$ cat src/emr_pkg.sv
package emr_pkg;

  // Bus widths.
  localparam int EMR_DATA_W    = 16;
  localparam int EMR_UPPER_LO  = 7;
  localparam int EMR_UPPER_HI  = 15;
  localparam int EMR_UPPER_W   = EMR_UPPER_HI - EMR_UPPER_LO + 1;
  localparam int EMR_ADDR_W    = 24;
  localparam int EMR_CS_W      = 4;

  // Reset values of the loose control bits.
  localparam logic                   EMR_DRIVE_RST   = 1'h0;
  localparam logic [EMR_UPPER_W-1:0] EMR_GPSEL_RST   = 9'h000;
  localparam logic [EMR_UPPER_W-1:0] EMR_PULLUP_RST  = 9'h1ff;

  // Read cycle timing: strobe low time in clock cycles.
  localparam int EMR_CLK_MHZ       = 125;
  localparam int EMR_STROBE_NS     = 24;
  localparam int EMR_STROBE_CYC    =
    (EMR_STROBE_NS * EMR_CLK_MHZ + 999) / 1000;
  localparam int EMR_CNT_W         = 8;

  // Read cycle sequencer states.
  typedef enum logic [1:0] {
    EMR_IDLE    = 2'b00,
    EMR_TURN    = 2'b01,
    EMR_STROBE  = 2'b10,
    EMR_CAPTURE = 2'b11
  } emr_state_t;

endpackage

$ cat src/emr_pin_cell.sv
`timescale 1ns/1ps
`default_nettype none
// One upper data pin: bus function or general-purpose port function.
module emr_pin_cell
  import emr_pkg::*;
(
  // Bus side.
  input  wire logic busDrive,
  input  wire logic busOut,
  // Port side.
  input  wire logic gpSelect,
  input  wire logic gpDir,
  input  wire logic gpOut,
  // Pull-up control.
  input  wire logic pullupEnable,
  // Pad.
  output logic      padOut,
  output logic      padOe,
  output logic      padPullup
);

  // Port function overrides the bus when selected; direction 1 is output.
  always_comb begin
    if (gpSelect) begin // RULE_04
      padOe  = gpDir;
      padOut = gpOut;
    end else begin
      padOe  = busDrive; // RULE_01
      padOut = busOut;
    end
    padPullup = pullupEnable; // RULE_06
  end

endmodule
`default_nettype wire

$ cat src/emr_read_ctrl.sv
`timescale 1ns/1ps
`default_nettype none
// Overview of operation
// RULE_01: Pins 7 to 15 carry the upper part of each external data word.
// RULE_02: Upper data pins float when idle unless the idle drive bit is set; the code also floats them in an idle cycle with readReq high.
// RULE_03: Software should set the idle drive bit to one.
// RULE_04: Each upper pin may become a port pin, input or output.
// RULE_05: After reset all upper pins have their data bus function.
// RULE_06: Clearing a pin's pull-up enable bit turns its pull-up off.
// RULE_07: Read strobe is low only during external read cycles.
// RULE_08: While strobe is low all data pins are inputs; memory drives bus.
// RULE_09: Data bus is captured when the read strobe rises.
// RULE_10: Low strobe qualifies address, program/data selects and chip selects.
// RULE_11: Read strobe floats when idle unless the idle drive bit is set.
// RULE_12: Setting the control pull-up disable bit turns strobe pull-up off.
// RULE_13: Memory may take the read strobe straight on its output enable.
// RULE_14: Program memory select is chip select zero, low for program reads; the code gives it its own pin, program_mem_select_n, apart from chip_select_n.
// RULE_15: Data pins are not driven in the cycle before the strobe falls.
// RULE_16: With idle drive set, strobe and data stay driven, strobe high; the code releases the data pins in an idle cycle with readReq high.
module emr_read_ctrl
  import emr_pkg::*;
#(
  parameter int STROBE_CYC = EMR_STROBE_CYC
)
(
  // Clock and reset.
  input  wire logic                   clk,
  input  wire logic                   sys_rst,
  // Loose control bits.
  input  wire logic                   bus_idle_drive_bit,
  input  wire logic [EMR_UPPER_W-1:0] portSelect,
  input  wire logic [EMR_UPPER_W-1:0] portDir,
  input  wire logic [EMR_UPPER_W-1:0] portOut,
  input  wire logic [EMR_UPPER_W-1:0] port_f_pullup_enable,
  input  wire logic                   ctrlPullupDisable,
  // Read request from the core.
  input  wire logic                   readReq,
  input  wire logic                   readProgram,
  input  wire logic [EMR_ADDR_W-1:0]  readAddr,
  input  wire logic [EMR_CS_W-1:0]    readCsSel,
  output logic                        readReady,
  output logic                        readDone,
  output logic [EMR_DATA_W-1:0]       readData,
  // Upper and lower data pins.
  input  wire logic [EMR_UPPER_W-1:0] dataUpperIn,
  input  wire logic [EMR_DATA_W-1:0]  ext_data_bus,
  output logic [EMR_UPPER_W-1:0]      dataUpperOut,
  output logic [EMR_UPPER_W-1:0]      dataUpperOe,
  output logic [EMR_UPPER_W-1:0]      dataUpperPullup,
  output logic [EMR_UPPER_W-1:0]      portIn,
  output logic                        dataLowOe,
  // Strobe and qualified address lines.
  output logic                        readStrobeN,
  output logic                        readStrobeOe,
  output logic                        readStrobePullup,
  output logic [EMR_ADDR_W-1:0]       ext_address_bus,
  output logic                        program_mem_select_n,
  output logic                        data_mem_select_n,
  output logic [EMR_CS_W-1:0]         chip_select_n
);

  emr_state_t                 state;
  emr_state_t                 next_state;
  logic [EMR_DATA_W-1:0]      next_readData;
  logic                       next_readDone;
  logic [EMR_ADDR_W-1:0]      next_ext_address_bus;
  logic                       next_program_mem_select_n;
  logic                       next_data_mem_select_n;
  logic [EMR_CS_W-1:0]        next_chip_select_n;
  logic [EMR_ADDR_W-1:0]      latchAddr;
  logic [EMR_ADDR_W-1:0]      next_latchAddr;
  logic                       latchProgram;
  logic                       next_latchProgram;
  logic [EMR_CS_W-1:0]        latchCs;
  logic [EMR_CS_W-1:0]        next_latchCs;
  logic                       cntLoad;
  logic                       cntDone;
  logic                       busDrive;
  logic [EMR_DATA_W-1:0]      busValue;

  // Strobe width timer.
  emr_strobe_cnt #(
    .CNT_W (EMR_CNT_W)
  ) u_cnt (
    .clk       (clk),
    .sys_rst   (sys_rst),
    .load      (cntLoad),
    .loadValue (EMR_CNT_W'(STROBE_CYC)),
    .done      (cntDone)
  );

  assign readReady = (state == EMR_IDLE);
  assign cntLoad   = (state == EMR_IDLE) && readReq;

  // Sequencer: a turnaround cycle with the bus released comes before the
  // strobe falls, so a driven idle bus never fights the memory.
  always_comb begin
    next_state        = state;
    next_readData     = readData;
    next_readDone     = 1'b0;
    next_latchAddr    = latchAddr;
    next_latchProgram = latchProgram;
    next_latchCs      = latchCs;
    case (state)
      EMR_IDLE: begin
        if (readReq) begin
          next_latchAddr    = readAddr;
          next_latchProgram = readProgram;
          next_latchCs      = readCsSel;
          next_state        = EMR_TURN; // RULE_15
        end
      end
      EMR_TURN: begin
        next_state = EMR_STROBE;
      end
      EMR_STROBE: begin
        if (cntDone) begin
          // Strobe rises at this edge while the memory still drives the
          // bus, so the word is sampled with it.
          next_readData = ext_data_bus; // RULE_09
          next_state    = EMR_CAPTURE;
        end
      end
      EMR_CAPTURE: begin
        next_readDone = 1'b1;
        next_state    = EMR_IDLE;
      end
      default: begin
        next_state = EMR_IDLE;
      end
    endcase
  end

  // Strobe and qualified selects are registered so they switch cleanly.
  always_comb begin
    next_ext_address_bus      = ext_address_bus;
    next_program_mem_select_n = 1'b1;
    next_data_mem_select_n    = 1'b1;
    next_chip_select_n        = {EMR_CS_W{1'b1}};
    if (next_state == EMR_STROBE) begin // RULE_10
      next_ext_address_bus      = next_latchAddr;
      next_program_mem_select_n = ~next_latchProgram; // RULE_14
      next_data_mem_select_n    = next_latchProgram;
      next_chip_select_n        = ~next_latchCs;
    end
  end

  logic next_readStrobeN;
  assign next_readStrobeN = (next_state != EMR_STROBE); // RULE_07

  always_ff @(posedge clk) begin
    if (sys_rst) begin
      state                <= EMR_IDLE;
      readData             <= '0;
      readDone             <= 1'b0;
      latchAddr            <= '0;
      latchProgram         <= 1'b0;
      latchCs              <= '0;
      readStrobeN          <= 1'b1;
      ext_address_bus      <= '0;
      program_mem_select_n <= 1'b1;
      data_mem_select_n    <= 1'b1;
      chip_select_n        <= {EMR_CS_W{1'b1}};
    end else begin
      state                <= next_state;
      readData             <= next_readData;
      readDone             <= next_readDone;
      latchAddr            <= next_latchAddr;
      latchProgram         <= next_latchProgram;
      latchCs              <= next_latchCs;
      readStrobeN          <= next_readStrobeN;
      ext_address_bus      <= next_ext_address_bus;
      program_mem_select_n <= next_program_mem_select_n;
      data_mem_select_n    <= next_data_mem_select_n;
      chip_select_n        <= next_chip_select_n;
    end
  end

  // Bus drives only when idle with drive set; never during a read.
  always_comb begin
    busDrive = (state == EMR_IDLE) && bus_idle_drive_bit // RULE_02 RULE_16
               && !readReq; // RULE_08
    busValue = readData;
  end

  assign dataLowOe = busDrive; // RULE_08

  // Strobe stays driven high while idle only when the drive bit is set.
  assign readStrobeOe     = (state != EMR_IDLE) || bus_idle_drive_bit; // RULE_11
  assign readStrobePullup = ~ctrlPullupDisable; // RULE_12

  // One cell per upper pin; reset of portSelect keeps bus function.
  genvar gi;
  generate
    for (gi = 0; gi < EMR_UPPER_W; gi++) begin : g_pin
      emr_pin_cell u_pin (
        .busDrive     (busDrive),
        .busOut       (busValue[EMR_UPPER_LO+gi]),
        .gpSelect     (portSelect[gi]), // RULE_05
        .gpDir        (portDir[gi]),
        .gpOut        (portOut[gi]),
        .pullupEnable (port_f_pullup_enable[gi]),
        .padOut       (dataUpperOut[gi]),
        .padOe        (dataUpperOe[gi]),
        .padPullup    (dataUpperPullup[gi])
      );
    end
  endgenerate

  assign portIn = dataUpperIn;

endmodule
`default_nettype wire

$ cat src/emr_strobe_cnt.sv
`timescale 1ns/1ps
`default_nettype none
// Down counter that times the strobe-low phase of a read.
module emr_strobe_cnt
  import emr_pkg::*;
#(
  parameter int CNT_W = EMR_CNT_W
)
(
  // Clock and reset.
  input  wire logic clk,
  input  wire logic sys_rst,
  // Control.
  input  wire logic load,
  input  wire logic [CNT_W-1:0] loadValue,
  // Status.
  output logic      done
);

  logic [CNT_W-1:0] count;
  logic [CNT_W-1:0] next_count;

  // Load wins over counting so a new cycle always gets full width.
  always_comb begin
    if (load) begin
      next_count = loadValue;
    end else if (count != '0) begin
      next_count = count - 1'b1;
    end else begin
      next_count = count;
    end
  end

  always_ff @(posedge clk) begin
    if (sys_rst) begin
      count <= '0;
    end else begin
      count <= next_count;
    end
  end

  // Done only once the count has run out, so the strobe stays low for
  // exactly the loaded number of cycles.
  assign done = (count == '0);

endmodule
`default_nettype wire
$ cat config.mk
export PLATFORM = sky130hd
export DESIGN_NAME = emr_read_ctrl
export DESIGN_NICKNAME = d
export VERILOG_FILES = /design/src/emr_pkg.sv /design/src/emr_pin_cell.sv /design/src/emr_read_ctrl.sv /design/src/emr_strobe_cnt.sv
export SDC_FILE = /design/constraint.sdc
export NUM_CORES = 1
export LEC_CHECK = 0
export BUFFER_PORTS_ARGS = -buffer_cell sky130_fd_sc_hd__buf_4
export CORE_MARGIN = 2
export CORE_UTILIZATION = 46
export CTS_CLUSTER_SIZE = 20
export DETAILED_ROUTE_END_ITERATION = 12
export HOLD_SLACK_MARGIN = 0.03
export PLACE_DENSITY = 0.78
export SLEW_MARGIN = 25
export SYNTH_ARGS = -nofsm -noshare
export SYNTH_HDL_FRONTEND = slang
export SYNTH_SLANG_ARGS = --single-unit
$ cat constraint.sdc
create_clock -name clk -period 2.8 [get_ports clk]
set_input_delay 0.42 -clock clk [delete_from_list [all_inputs] [get_ports clk]]
set_output_delay 0.42 -clock clk [all_outputs]
set_load 0.05 [all_outputs]
* Word-level counts from Yosys, hierarchy flattened
Cells that the tools add are included.
Storage, ports and cells: word-level logic and storage cells 66, input bits 95, output and inout port bits 88, register bits 87
Operators by class: eq/ne operators 5, add/sub/neg operators 1, bitwise operators 4, reductions and logical operators 13, multiplexer cells 30
Operator list (count):
- $mux 24 | 2
- $mux 1 | 21
- $logic_not 8->1 | 1
- $mux 2 | 4
- $mux 4 | 2
- $pmux 2 s4 | 1
- $reduce_bool 8->1 | 1
- $sub 8x1->8 const B | 1
- $eq 2x2->1 const B | 3
- $not 4->4 | 1
- $reduce_bool 2->1 | 2
- $reduce_or 2->1 | 2
- $logic_and 1x1->1 | 3
- $not 1->1 | 3
- $eq 2x1->1 const B | 1
- $logic_not 2->1 | 1
- $ne 2x2->1 const B | 1
- $reduce_and 2->1 | 1
- $logic_not 1->1 | 1
- $logic_or 1x1->1 | 1

* Longest topological paths before layout
depth in word-level cells 6, mapped depth 9, mapped depth without buffers 6

* Modules after synthesis
Synthesis repeated with hierarchy kept, for this count alone.
Second synthesis, totals: cell total of the unflattened synthesis 405, area, all modules 4105.2 um^2
Modules (own cells, without submodules):
- emr_read_ctrl | instances 1, seq. area each 1581.5 um^2, cells an instance 325, area an instance 3359.5 um^2
- emr_strobe_cnt | instances 1, seq. area each 160.2 um^2, cells an instance 53, area an instance 475.5 um^2
- emr_pin_cell | instances 9, seq. area each 0.0 um^2, cells an instance 3, area an instance 30.0 um^2

* Worst setup path after synthesis
Ideal clock, no wire load.
path type reg2out, start register state[0], end output dataUpperOe[0], data required time 2.380 ns, path slack 0.736 ns, cell stages (with the launch flop) 6, arrival time 1.644 ns, buffers on the path 1, cell sequence dfxtp_1 > inv_1 > ha_1 > nand3b_1 > o21ai_0 > buf_4
On the way: cells in the longest elaborated chain, start to end 4
Ends and longest elaborated chain:
- from (decl) | RTL line emr_read_ctrl.sv:62 | emr_state_t state;
- from (signal assigned) | RTL line emr_read_ctrl.sv:165 | state <= next_state;
- $logic_not 2->1
- net readReady | RTL line emr_read_ctrl.sv:41 | output logic readReady,
- $logic_and 1x1->1 | RTL line emr_read_ctrl.sv:181 | busDrive = (state == EMR_IDLE) && bus_idle_drive_bit
- $logic_and 1x1->1 | RTL line emr_read_ctrl.sv:182 | && !readReq;
- $mux 1 | RTL line emr_pin_cell.sv:24 | if (gpSelect) begin
- to (decl) | RTL line emr_read_ctrl.sv:48 | output logic [EMR_UPPER_W-1:0] dataUpperOe,
The timed path passes the listed nets, and every way through them passes these cells.

* Final worst setup path
start register state[0], end output dataUpperOe[7]
On the way: cells in the longest elaborated chain, start to end 4
Ends and longest elaborated chain (RTL line):
- $logic_not 2->1 | emr_read_ctrl.sv:181
- $logic_and 1x1->1 | emr_read_ctrl.sv:181
- $logic_and 1x1->1 | emr_read_ctrl.sv:182
- $mux 1 | emr_pin_cell.sv:24
No other way between the ends.

==> flow_metrics.env <==
export IMPL_initial_core_util_pct=48.1
export IMPL_final_area_um2=4840
export IMPL_synth_area_leaders="dfxtp_1 46%, buf_4 9.2%, nand2_1 9.1%, mux2_2 8.7%, a21oi_1 6.4%"
export IMPL_ant_nets=0
export IMPL_p_leak_uw=0.00217
export IMPL_crit_chain="inv_1 > ha_1 > nand3b_1 > o21ai_0 > buf_4"
export IMPL_routed_wl_um=8360
export IMPL_wl_per_cell_um=13.4
export IMPL_required_ps=2380
export IMPL_clk_latency_ps=340
export IMPL_cts_htree_levels=3
export IMPL_overflow=0
export IMPL_yosysWarningCount=0
export IMPL_crit_path_top_delay_cell="o21ai_0"
export IMPL_antenna_found_initial=0
export IMPL_final_setup_tns_ps=0
export IMPL_cts_tree="built"
export IMPL_fin_util_pct=62.0
export IMPL_power_uw=5030
export IMPL_cts_buffers=9
export IMPL_fp_dieH_um=94.4
export IMPL_syn_avg_cell_area_um2=8.86
export IMPL_io_buffer_count=146
export IMPL_rsz0062_at_grt="no"
export IMPL_startpoint="state[0]"
export IMPL_grt_max_degree=76
export IMPL_synthCells=424
export IMPL_setup_viol=0
export IMPL_synth_nets=524
export IMPL_area_growth_pct=28.9
export IMPL_drt_first_pass_iters=4
export IMPL_fin_nets=618
export IMPL_drc=0
export IMPL_drive_gt1_share_pct=38.8
export IMPL_grt_pass1_wl_um=13100
export IMPL_antenna_cells=0
export IMPL_hold_buffers=0
export IMPL_dieArea_um2=8910
export IMPL_post_cts_setup_buffer_count=0
export IMPL_ys_ff_latch=87
export IMPL_worstPathArrival_ps=2020
export IMPL_final_max_slew_viol_count=0
export IMPL_placed_area_um2=4590
export IMPL_gr_usage_all_layers_pct=18.6
export IMPL_fin_worst_skew_ps=8.19
export IMPL_via_per_inst=4.85
export IMPL_relSlewSlack_pct=51.3
export IMPL_die_w_um=94.4
export IMPL_crit_type="reg -> out"
export IMPL_critPathCaptureType="primary output"
export IMPL_power_density_nw_per_um2=1040
export IMPL_grt_pass1_vias=2900
export IMPL_synth_top_area_share_pct=46.4
export IMPL_cpPeakStageDelay_ps=360
export IMPL_rows=32
export IMPL_clkSinkCount=87
export IMPL_cap_viol_max_count=0
export IMPL_rr_startpoint="state[0]"
export IMPL_ys_seq_area_share_pct=46.4
export IMPL_ios=183
export IMPL_vias=3031
export IMPL_worst_pin_slew_ps=731
export IMPL_ctsResizeCount=0
export IMPL_startpoint_type="flip-flop"
export IMPL_hp_class="in -> reg"
export IMPL_outcome="completed"
export IMPL_ir_worst_vdd_mv=0.529
export IMPL_synth_area_leader_cell="dfxtp_1"
export IMPL_hpwl_um=6080
export IMPL_syn_area_um2=3760
export IMPL_fmax_ghz=0.410
export IMPL_drt_iter0_drc=107
export IMPL_min_from="ext_data_bus[8]"
export IMPL_finalHoldViolations=0
export IMPL_crit_fanout=10
export IMPL_path_clk_slew_ps=80
export IMPL_hold_ws_ps=331
export IMPL_cts_buffer_depth=2
export IMPL_ys_types=29
export IMPL_fin_crit_sh_pct=87.0
export IMPL_root_buffer="clkbuf_8"
export IMPL_fin_crit_ps=2440
export IMPL_place_congestion=0.740
export IMPL_core_area_um2=7810
[through the flow]
| step | setup slack [ps] | cells |
|---|---|---|
| finish | 364 | 625 |
| global route | 249 | 625 |
| CTS | 359 | 625 |
| detailed placement | 502 | 609 |
| global placement | 600 | 609 |
| floorplan | 736 | 424 |
[metal layers]
layer,GRT usage (%),up-vias,part of all wire (%)
li1,-,1523,-
met1,20.5,1381,38
met2,34.2,117,53
met3,3.75,10,7.9
met4,8.57,0,1.0
met5,0,-,0
[Yosys cell counts (all sizes together)]
library cell  number
inv                7
nand3             17
o21ai              9
nand3b             1
dfxtp             87
nand2             91
nor2b             25
nor4               1
o22ai              1
xnor2              3
ha                 5
a21oi             48
xor2               3
nor3               1
nand2b             1
and3               1
mux2              34
o31ai              2
or3                2
buf               50
mux2i              1
nor2              13
or4                1
clkbuf            18
nand4              1
and2               1
[cell type report]
| cell class | instances | area [um^2] |
|---|---|---|
| inverter | 7 | 26.3 |
| sequential | 87 | 1740 |
| clock inverter | 5 | 104 |
| multi-input combinational | 262 | 1560 |
| tap | 102 | 128 |
| clock buffer | 11 | 151 |
| timing repair buffer | 151 | 1130 |
| fill | 657 | 2970 |
[critical path, delay by kind of cell, from the launching register on]
kind | cells | cell delay, ps
fa+ha+maj | 1 | 280
buf+inv | 2 | 380
flops | 1 | 350
compound gates | 1 | 360
simple gates | 1 | 300
[path summary, 6_finish.rpt]
path | endpoint | slack (ps) | depth (start not counted)
min reg2reg | readData[1] | 460 | 2
max | dataUpperOe[7] | 360 | 5
min | readData[8] | 330 | 3
max reg2reg | ext_address_bus[2] | 490 | 7
[where the power goes]
group	leakage, uW	switching (uW)	internal [uW]
logic	0.00133	1480	833
clock network	0.000130	425	642
registers	0.000709	149	1510
[cell families after synthesis]
logic type / Yosys count / synth area share, %
mux: 35 / 11.0
compound gates: 60 / 8.16
simple gates: 156 / 18.9
buf+inv: 75 / 12.6
xor+xnor: 6 / 1.40
flops: 87 / 46.4
fa+ha+maj: 5 / 1.67
[layout by cell type, fill, tap and decap left out]
master / Yosys / layout
mux2i_1: 1 / 1
nor2_1: 13 / 13
nand2b_1: 1 / 1
o21ai_0: 9 / 9
or3_1: 2 / 2
mux2_2: 29 / 29
buf_4: 46 / 151
nor2b_1: 25 / 25
mux2_4: 5 / 5
xor2_1: 3 / 3
o31ai_1: 2 / 2
nor4_4: 1 / 1
ha_1: 5 / 5
nand3_1: 17 / 17
or4_1: 1 / 1
nand3b_1: 1 / 1
clkinv_4: 0 / 1
clkinv_2: 0 / 1
a21oi_1: 48 / 48
xnor2_1: 3 / 3
nor3_1: 1 / 1
o22ai_4: 0 / 1
and3_1: 1 / 1
dfxtp_1: 87 / 87
inv_1: 7 / 7
bufinv_16: 0 / 3
clkbuf_8: 0 / 11
nand4_1: 1 / 1
nand2_1: 91 / 91
and2_1: 1 / 1
[state kept, by name, summed over array words and instances, names as in the netlist]
name and count:
ext_address_bus 24, latchAddr 24, readData 16, u_cnt.count 8
chip_select_n 4, latchCs 4, state 2, data_mem_select_n 1
latchProgram 1, program_mem_select_n 1, readDone 1, readStrobeN 1
No activity file was read; power rests on OpenSTA's default activity.
